--- config.mk ---
export PLATFORM = sky130hd
export DESIGN_NAME = lcdc_decoder
export DESIGN_NICKNAME = d
export VERILOG_FILES = /design/src/lcdc_pkg.sv /design/src/lcdc_decoder.sv /design/src/lcdc_indicator.sv
export SDC_FILE = /design/constraint.sdc
export NUM_CORES = 1
export LEC_CHECK = 0
export ABC_AREA = 1
export BUFFER_PORTS_ARGS = -buffer_cell sky130_fd_sc_hd__buf_2
export CAP_MARGIN = 10
export CORE_MARGIN = 10
export CORE_UTILIZATION = 40
export CTS_CLUSTER_DIAMETER = 50
export DETAILED_ROUTE_END_ITERATION = 8
export GPL_ROUTABILITY_DRIVEN = 0
export RECOVER_POWER = 50
export SYNTH_ARGS = -nofsm -noshare
export SYNTH_HDL_FRONTEND = slang
export SYNTH_HIERARCHICAL = 1
export SYNTH_SLANG_ARGS = --single-unit
--- constraint.sdc ---
create_clock -name clk -period 2.8 [get_ports clk]
set_input_delay 0.56 -clock clk [delete_from_list [all_inputs] [get_ports clk]]
set_output_delay 0.56 -clock clk [all_outputs]
set_load 0.02 [all_outputs]
--- src/lcdc_pkg.sv ---
// Constants, command codes and carrier types of the LCD config decoder.
// Assumes a 100 MHz system clock; shared by decoder and indicator driver.
package lcdc_pkg;

	// ==========================================================
	// Timing
	localparam int CLK_NS      = 10;
	localparam int RESET_NS    = 1000;
	localparam int RESET_CYC   = (RESET_NS + CLK_NS - 1) / CLK_NS;
	localparam int BLINK1_MS   = 1000;
	localparam int BLINK05_MS  = 500;
	localparam int FRAME_US    = 10000;
	localparam int BLINK1_CYC  = (BLINK1_MS * 1000 / CLK_NS) * 1000;
	localparam int BLINK05_CYC = (BLINK05_MS * 1000 / CLK_NS) * 1000;
	localparam int FR_HALF_CYC = (FRAME_US * 1000) / CLK_NS / 2;

	// ==========================================================
	// Command codes and masks
	localparam logic [7:0] CMD_RMW      = 8'hE0;
	localparam logic [7:0] CMD_END      = 8'hEE;
	localparam logic [7:0] CMD_RESET    = 8'hE2;
	localparam logic [7:0] CMD_NOP      = 8'hE3;
	localparam logic [7:0] CMD_CONTRAST = 8'h81;
	localparam logic [7:0] CMD_SCAN     = 8'hC0;
	localparam logic [7:0] MSK_SCAN     = 8'hF0;
	localparam logic [7:0] CMD_POWER    = 8'h28;
	localparam logic [7:0] MSK_POWER    = 8'hF8;
	localparam logic [7:0] CMD_RATIO    = 8'h20;
	localparam logic [7:0] MSK_RATIO    = 8'hF8;
	localparam logic [7:0] CMD_IND      = 8'hAC;
	localparam logic [7:0] MSK_IND      = 8'hFE;
	localparam logic [7:0] CMD_TEST     = 8'hF0;
	localparam logic [7:0] MSK_TEST     = 8'hF0;

	// ==========================================================
	// Field positions
	localparam int SCAN_BIT  = 3;
	localparam int BOOST_BIT = 2;
	localparam int REGUL_BIT = 1;
	localparam int FOLLW_BIT = 0;
	localparam int IND_BIT   = 0;
	localparam int STAT_BUSY = 7;
	localparam int STAT_RST  = 4;

	// ==========================================================
	// Reset values and indicator modes
	localparam logic [5:0] CONTRAST_RST = 6'h00;
	localparam logic [2:0] RATIO_RST    = 3'h0;
	localparam logic [7:0] COL_RST      = 8'h00;
	localparam logic [1:0] IND_OFF      = 2'h0;
	localparam logic [1:0] IND_SLOW     = 2'h1;
	localparam logic [1:0] IND_FAST     = 2'h2;
	localparam logic [1:0] IND_STEADY   = 2'h3;

	typedef enum logic [1:0] {
		LCDC_ST_CMD      = 2'b00,
		LCDC_ST_CONTRAST = 2'b01,
		LCDC_ST_INDIC    = 2'b10
	} lcdc_state_t;

	typedef struct packed {
		logic       scan_desc;
		logic       booster_on;
		logic       regulator_on;
		logic       follower_on;
		logic [2:0] divider_ratio;
		logic [5:0] contrast;
		logic       ind_on;
		logic [1:0] ind_mode;
	} lcdc_cfg_t;

	localparam lcdc_cfg_t CFG_RST = '{
		scan_desc: 1'b0, booster_on: 1'b0, regulator_on: 1'b0,
		follower_on: 1'b0, divider_ratio: RATIO_RST,
		contrast: CONTRAST_RST, ind_on: 1'b0, ind_mode: IND_OFF};

endpackage
--- src/lcdc_decoder.sv ---
// Configuration command decoder of a dot-matrix LCD driver.
// Assumes host parallel-port pins are asynchronous and held steady
// for at least three clocks around the rising edge of the write strobe.
//
// Function
// - End command leaves read-modify-write and restores the saved column.
// - Soft reset restores line, column, page, scan, ratio, contrast, indicator.
// - Byte E2 with select low is soft reset, done after acceptance.
// - Bytes 1100dxxx set row scan direction from bit 3.
// - Bytes 00101bcd switch booster, regulator and follower.
// - Bytes 00100xxx load a three-bit divider ratio.
// - Byte 81 enters contrast mode; next byte is only contrast value.
// - Following byte loads six contrast bits and ends contrast mode.
// - Bytes 1010110x turn indicator off, or on awaiting a register byte.
// - After indicator on, only the register byte is accepted.
// - Indicator register takes bits 1:0: off, slow, fast, steady.
// - Only indicator commands, soft reset and the clear pin change the indicator state.
// - Indicator drives alternation phase and static segment outputs.
// - During a soft reset or pin clear the status shows busy and reset bits.
// - Test mode 1111xxxx is cleared by pin, soft reset or no-op.
`timescale 1ns/1ns
`default_nettype none
module lcdc_decoder
	import lcdc_pkg::*;
#(
	parameter int SLOW_CYC = BLINK1_CYC,
	parameter int FAST_CYC = BLINK05_CYC,
	parameter int FR_CYC   = FR_HALF_CYC
) (
	// Clock and reset
	input  wire logic             clk,
	input  wire logic             rst_n,
	// Host parallel port pins
	input  wire logic             power_on_clear_pin_n,
	input  wire logic             wr_strobe_pin,
	input  wire logic             cmd_data_select,
	input  wire logic [7:0]       data_pin,
	// Column address logic
	input  wire logic [7:0]       col_addr_in,
	output logic                  col_restore,
	output logic [7:0]            col_restore_val,
	output logic                  addr_reset,
	// Settings and state
	output lcdc_pkg::lcdc_cfg_t   cfg,
	output logic                  rmw_active,
	output logic                  test_active,
	output logic [7:0]            status,
	// Indicator electrodes
	output logic                  alternation_phase_out,
	output logic                  static_segment_out
);
	// ==========================================================
	// Pin synchronisers
	logic [9:0]  sync1_r, sync2_r;
	logic        wr_d_r, pin_clr1_r, pin_clr2_r;
	logic        wr_edge, a0, hw_clr;
	logic [7:0]  byte_in;

	always_ff @(posedge clk) begin
		if (!rst_n) begin
			sync1_r    <= 10'h000;
			sync2_r    <= 10'h000;
			wr_d_r     <= 1'b0;
			pin_clr1_r <= 1'b0;
			pin_clr2_r <= 1'b0;
		end else begin
			sync1_r    <= {wr_strobe_pin, cmd_data_select, data_pin};
			sync2_r    <= sync1_r;
			wr_d_r     <= sync2_r[9];
			pin_clr1_r <= ~power_on_clear_pin_n;
			pin_clr2_r <= pin_clr1_r;
		end
	end

	assign wr_edge = sync2_r[9] & ~wr_d_r;
	assign a0      = sync2_r[8];
	assign byte_in = sync2_r[7:0];
	assign hw_clr  = pin_clr2_r;

	function automatic logic is_cmd(input logic [7:0] b,
		input logic [7:0] code, input logic [7:0] msk);
		return (b & msk) == code;
	endfunction

	// ==========================================================
	// Decoder state
	lcdc_state_t st_r, st_nxt;
	lcdc_cfg_t   cfg_nxt;
	logic        rmw_nxt, test_nxt;
	logic [7:0]  col_save_r, col_save_nxt;
	logic        rst_req_r, rst_req_nxt;
	logic [7:0]  rst_cnt_r, rst_cnt_nxt;
	logic        busy;
	logic        col_restore_nxt, addr_reset_nxt;
	logic        accept;

	assign busy   = (rst_cnt_r != 8'h00) | hw_clr;
	// Writes during a reset are dropped, as the busy flag warns
	assign accept = wr_edge & ~a0 & ~busy;

	always_comb begin
		st_nxt          = st_r;
		cfg_nxt         = cfg;
		rmw_nxt         = rmw_active;
		test_nxt        = test_active;
		col_save_nxt    = col_save_r;
		rst_req_nxt     = 1'b0;
		rst_cnt_nxt     = rst_cnt_r;
		col_restore_nxt = 1'b0;
		addr_reset_nxt  = 1'b0;
		if (rst_cnt_r != 8'h00)
			rst_cnt_nxt = rst_cnt_r - 8'h01;
		if (hw_clr) begin
			// Pin holds settings, state and modes cleared, power circuits included; saved column kept
			st_nxt         = LCDC_ST_CMD;
			cfg_nxt        = CFG_RST;
			rmw_nxt        = 1'b0;
			test_nxt       = 1'b0;
			addr_reset_nxt = 1'b1;
			rst_cnt_nxt    = 8'(RESET_CYC);
		end else if (rst_req_r) begin
			// Soft reset runs the cycle after the byte was taken
			st_nxt                = LCDC_ST_CMD;
			cfg_nxt.scan_desc     = 1'b0;
			cfg_nxt.divider_ratio = RATIO_RST;
			cfg_nxt.contrast      = CONTRAST_RST;
			cfg_nxt.ind_on        = 1'b0;
			cfg_nxt.ind_mode      = IND_OFF;
			rmw_nxt               = 1'b0;
			test_nxt              = 1'b0;
			addr_reset_nxt        = 1'b1;
		end else if (accept) begin
			case (st_r)
				LCDC_ST_CONTRAST: begin
					cfg_nxt.contrast = byte_in[5:0];
					st_nxt           = LCDC_ST_CMD;
				end
				LCDC_ST_INDIC: begin
					cfg_nxt.ind_mode = byte_in[1:0];
					st_nxt           = LCDC_ST_CMD;
				end
				LCDC_ST_CMD: begin
					if (byte_in == CMD_RESET) begin
						rst_req_nxt = 1'b1;
						rst_cnt_nxt = 8'(RESET_CYC);
					end else if (byte_in == CMD_NOP) begin
						test_nxt = 1'b0;
					end else if (byte_in == CMD_RMW) begin
						rmw_nxt      = 1'b1;
						col_save_nxt = col_addr_in;
					end else if (byte_in == CMD_END) begin
						// Restore only when the mode was really entered
						col_restore_nxt = rmw_active;
						rmw_nxt         = 1'b0;
					end else if (byte_in == CMD_CONTRAST) begin
						st_nxt = LCDC_ST_CONTRAST;
					end else if (is_cmd(byte_in, CMD_IND, MSK_IND)) begin
						cfg_nxt.ind_on = byte_in[IND_BIT];
						if (byte_in[IND_BIT])
							st_nxt = LCDC_ST_INDIC;
					end else if (is_cmd(byte_in, CMD_SCAN, MSK_SCAN)) begin
						cfg_nxt.scan_desc = byte_in[SCAN_BIT];
					end else if (is_cmd(byte_in, CMD_POWER, MSK_POWER)) begin
						cfg_nxt.booster_on   = byte_in[BOOST_BIT];
						cfg_nxt.regulator_on = byte_in[REGUL_BIT];
						cfg_nxt.follower_on  = byte_in[FOLLW_BIT];
					end else if (is_cmd(byte_in, CMD_RATIO, MSK_RATIO)) begin
						cfg_nxt.divider_ratio = byte_in[2:0];
					end else if (is_cmd(byte_in, CMD_TEST, MSK_TEST)) begin
						test_nxt = 1'b1;
					end
				end
				default: st_nxt = LCDC_ST_CMD;
			endcase
		end
	end

	always_ff @(posedge clk) begin
		if (!rst_n) begin
			st_r            <= LCDC_ST_CMD;
			cfg             <= CFG_RST;
			rmw_active      <= 1'b0;
			test_active     <= 1'b0;
			col_save_r      <= COL_RST;
			rst_req_r       <= 1'b0;
			rst_cnt_r       <= 8'h00;
			col_restore     <= 1'b0;
			col_restore_val <= COL_RST;
			addr_reset      <= 1'b0;
			status          <= 8'h00;
		end else begin
			st_r            <= st_nxt;
			cfg             <= cfg_nxt;
			rmw_active      <= rmw_nxt;
			test_active     <= test_nxt;
			col_save_r      <= col_save_nxt;
			rst_req_r       <= rst_req_nxt;
			rst_cnt_r       <= rst_cnt_nxt;
			col_restore     <= col_restore_nxt;
			col_restore_val <= col_save_nxt;
			addr_reset      <= addr_reset_nxt;
			status          <= 8'h00;
			status[STAT_BUSY] <= (rst_cnt_nxt != 8'h00) | hw_clr;
			status[STAT_RST]  <= (rst_cnt_nxt != 8'h00) | hw_clr;
		end
	end

	// ==========================================================
	// Indicator drive
	lcdc_indicator #(
		.SLOW_CYC (SLOW_CYC),
		.FAST_CYC (FAST_CYC),
		.FR_CYC   (FR_CYC)
	) u_ind (
		.clk                   (clk),
		.rst_n                 (rst_n),
		.ind_on                (cfg.ind_on),
		.ind_mode              (cfg.ind_mode),
		.alternation_phase_out (alternation_phase_out),
		.static_segment_out    (static_segment_out)
	);
endmodule // lcdc_decoder
`default_nettype wire

--- src/lcdc_indicator.sv ---
// Static indicator drive: alternation phase and static segment outputs.
// Assumes on/mode come from flops on the same clock.
`timescale 1ns/1ns
`default_nettype none
module lcdc_indicator
	import lcdc_pkg::*;
#(
	parameter int SLOW_CYC = BLINK1_CYC,
	parameter int FAST_CYC = BLINK05_CYC,
	parameter int FR_CYC   = FR_HALF_CYC
) (
	// Clock and reset
	input  wire logic       clk,
	input  wire logic       rst_n,
	// Indicator setting
	input  wire logic       ind_on,
	input  wire logic [1:0] ind_mode,
	// Electrodes
	output logic            alternation_phase_out,
	output logic            static_segment_out
);
	logic [31:0] fr_cnt_r, fr_cnt_nxt, bl_cnt_r, bl_cnt_nxt;
	logic        fr_r, fr_nxt, blink_r, blink_nxt, seg_nxt;
	logic [31:0] bl_lim;

	// ==========================================================
	// Phase and blink timers
	always_comb begin
		bl_lim     = (ind_mode == IND_FAST) ? FAST_CYC : SLOW_CYC;
		fr_cnt_nxt = fr_cnt_r + 32'h1;
		fr_nxt     = fr_r;
		if (fr_cnt_r >= FR_CYC - 1) begin
			fr_cnt_nxt = 32'h0;
			fr_nxt     = ~fr_r;
		end
		bl_cnt_nxt = bl_cnt_r + 32'h1;
		blink_nxt  = blink_r;
		if (bl_cnt_r >= bl_lim - 1) begin
			bl_cnt_nxt = 32'h0;
			blink_nxt  = ~blink_r;
		end
		// Lit segment is driven in antiphase to the common electrode
		case (ind_mode)
			IND_SLOW, IND_FAST: seg_nxt = fr_nxt ^ (ind_on & blink_nxt);
			IND_STEADY:         seg_nxt = fr_nxt ^ ind_on;
			default:            seg_nxt = fr_nxt;
		endcase
	end

	always_ff @(posedge clk) begin
		if (!rst_n) begin
			fr_cnt_r              <= 32'h0;
			bl_cnt_r              <= 32'h0;
			fr_r                  <= 1'b0;
			blink_r               <= 1'b0;
			alternation_phase_out <= 1'b0;
			static_segment_out    <= 1'b0;
		end else begin
			fr_cnt_r              <= fr_cnt_nxt;
			bl_cnt_r              <= bl_cnt_nxt;
			fr_r                  <= fr_nxt;
			blink_r               <= blink_nxt;
			alternation_phase_out <= fr_nxt;
			static_segment_out    <= seg_nxt;
		end
	end
endmodule // lcdc_indicator
`default_nettype wire

==> key figures <==
Min path
  – Hold Crit Class: input pin to flop

Synthesis
  – Library cells used by synthesis: 43
  – Warning count from the yosys run: 6
  – Avg Synthesized Cell Area: 7.67 um2
  – FF+latch count, synth: 130
  – Portion of the post-synthesis area used by sequential elements: 0.445
  – Synthesized area: 5840 um2
  – Number of standard cells after synthesis: 762

CTS
  – Post-CTS resize count: 0
  – Maximum level of the CTS H-tree: 4
  – Clock Sinks: 130
  – CTS tree: done
  – Largest buffer count on any clock path: 2
  – Worst-Skew Late Latency: 420 ps
  – Buffers inserted during post-CTS setup optimization: 0
  – Master cell of the clock root buffer: clkbuf_16
  – Clock-pin slew reported for the worst setup and hold paths after clock tree synthesis: 50 ps
  – Cts bufs inserted: 17
  – # hold bufs at CTS: 0

Timing
  – Share of the clock period used by the worst path: 0.854
  – Slew HR: 0.337
  – Max Transition Viols Final: 0
  – Achievable frequency: 0.418 GHz
  – Max Clock Skew: 9.07 ps
  – Final setup viols: 0
  – Unrepaired setup endpoints after global routing: false
  – Final Critical Period: 2390 ps
  – Setup TNS after final layout: 0 ps
  – Hold Violations, Final: 0
  – Worst Max-Slew Pin Slew: 994 ps

Placement
  – Cell area after placement: 6320 um2
  – Placed Cells incl. Taps: 1003
  – Count of input and output buffers: 52
  – Total half-perimeter wirelength after legalization and detailed placement: 8.97 mm

Final layout
  – Most common library cell in the layout ignoring fill and taps: nand2_1
  – Post-layout instance area: 6810 um2
  – Post-route insts no fill: 1035
  – # diodes: 0
  – Most frequent cells in the layout: nand2_1, dfxtp_1, inv_1
  – Share of layout cells above drive strength 1: 0.126
  – # nets final: 869
  – Post-synthesis to final-layout area growth: 16.6%

Global route
  – Initial antenna violation count: 0
  – Number of global-route vias before repair: 4485
  – Global route total overflow: 0
  – Global Route Usage Sum: 0.125
  – Pin count of the biggest net entering global routing: 26
  – Global-route wire length before repair: 20.7 mm

Critical path
  – Arrival time at the worst endpoint: 2710 ps
  – Category of the worst setup path launch point: flop
  – Maximum single-stage delay on the critical path: 420 ps
  – Kind of critical path: flop to flop
  – Maximum fanout count along the critical path: 14
  – Endpoint kind of the worst setup timing path: flop
  – Cell family with most CP delay: simple AND/OR/NAND/NOR gates
  – Bufs and invs on worst path: 1
  – Endpoint required time on the critical path: 3120 ps
  – Worst-path cell chain: nand2_1 > ha_1 > nand2_1 > nor2_1 > nand3_1 > nor2_1 > nand3_1 > nand4_1 > buf_4 > nor3_1
  – Standard cell with the maximum stage delay on the critical path: dfxtp_1

Detailed routing
  – Vias: 4723
  – DR iter-0 viols: 255
  – ANT nets after route: 0
  – First-pass iteration count of the detailed router: 6
  – Ratio of routed vias to standard cells: 4.56
  – Routed length per instance: 11.6 um
  – DRC viols: 0
  – Wire length reported by the detailed router: 12.0 mm

Power and ir drop
  – Switching part of the total power: 0.261
  – Switching power: 1.27 mW
  – Leakage power summed over all cells: 3.00 nW
  – Clock share of power: 0.451
  – Internal power: 3.59 mW
  – Sequential Power Share: 0.416
  – Portion of total power attributed to combinational logic: 0.133
  – PD cells: 712 nW/um2
  – Peak supply drop: 505 uV
  – Overall power after layout: 4.85 mW

Floorplan
  – Core Rows: 44
  – Num ports: 59
  – Width of the die: 141 um
  – Full die area: 19800 um2
  – Die Y: 141 um
  – Core area: 14400 um2
  – Initial core utilization: 0.405

Status
  – Result of the run: completed

Flow run
  – Number of violations of the max-capacitance limit: 0
-- area by class of cell --
class / count / area, um2
fillers: 1490 / 7610
multi-input cells: 514 / 2710
flip-flops and latches: 130 / 2600
clock buffers: 22 / 454
inverters: 121 / 454
repair buffers: 54 / 230
well taps: 184 / 230
clock inverters: 10 / 134
-- kinds of logic after synthesis --
group	after synthesis	synth area share
xor gates and xnor gates	12	0.0180
other	2	0.00129
DFF	130	0.445
and+or+nand+nor	379	0.329
AOI/OAI and AO/OA	90	0.0882
adders and majority gates	10	0.0214
buffers and inverters	139	0.0964
-- power by group through the flow --
stage	registers (mW)	logic (mW)	clock network, mW
6_report	2.02	0.646	2.19
3_5_place_dp	2.06	0.725	0
3_3_place_gp	2.06	0.726	0
5_1_grt	2.03	0.744	2.32
4_1_cts	2.02	0.727	2.23
2_1_floorplan	2.04	0.602	0
-- sequential cells by signal, indices dropped and copies added (netlist names) --
name                      cells
u_ind/bl_cnt_r               32
u_ind/fr_cnt_r               32
cfg                          16
sync1_r                      10
sync2_r                      10
col_save_r                    8
rst_cnt_r                     8
st_r                          2
addr_reset                    1
col_restore                   1
hw_clr                        1
pin_clr1_r                    1
rmw_active                    1
rst_req_r                     1
status                        1
test_active                   1
u_ind/blink_r                 1
u_ind/fr_r                    1
u_ind/static_segment_out      1
wr_d_r                        1
-- per-layer routing --
layer / part of all wire / wire length [um] / GRT usage
met5: 0 / 0 / 0
met4: 0.017 / 200 / 0.0473
met3: 0.048 / 573 / 0.0427
met2: 0.42 / 5060 / 0.186
met1: 0.51 / 6190 / 0.163
-- worst reg2reg max path, cell delays in order (launching register included) --
cell     delay (ps)
dfxtp_1         420
nand2_1         220
ha_1            360
nand2_1          70
nor2_1           40
nand3_1          90
nor2_1           50
nand3_1         110
nand4_1         370
buf_4           360
nor3_1          220
-- final timing paths --
kind / from / endpoint / slack, ps / cells after the start
setup reg to reg: cfg[1] / u_ind/bl_cnt_r[16] / 410 / 10
hold reg to reg: sync1_r[8] / sync2_r[8] / 410 / 2
hold / removal: power_on_clear_pin_n / pin_clr1_r / 310 / 2
setup / recovery: cfg[1] / u_ind/bl_cnt_r[16] / 410 / 10
-- stage by stage --
stage          setup WS, ps  hold WS (ps)  utilization
6_report                409           307        0.472
5_1_grt                 195           297        0.472
4_1_cts                 408           296        0.479
3_5_place_dp            473           398        0.438
3_3_place_gp            559           396        0.438
2_1_floorplan           754           390            -
-- synth_stat cells (all sizes together) --
master,n,area [um2]
conb,2,7.51
nand4,17,128
o211a,1,10.0
nor4,2,12.5
nor2,126,611
a21oi,42,225
ha,10,125
clkbuf,3,11.3
a31oi,6,37.5
clkinv,3,11.3
xnor2,4,35.0
xor2,8,70.1
nor3,25,188
or2,1,6.26
inv,118,443
dfxtp,130,2600
a211oi,2,20.0
a21o,2,15.0
nand3,51,293
buf,15,97.6
nand2,149,629
nor3b,6,45.0
and3,2,12.5
o21bai,2,15.0
o21ai,28,140
o21a,7,52.6
Power figures use the tool's default switching activity.
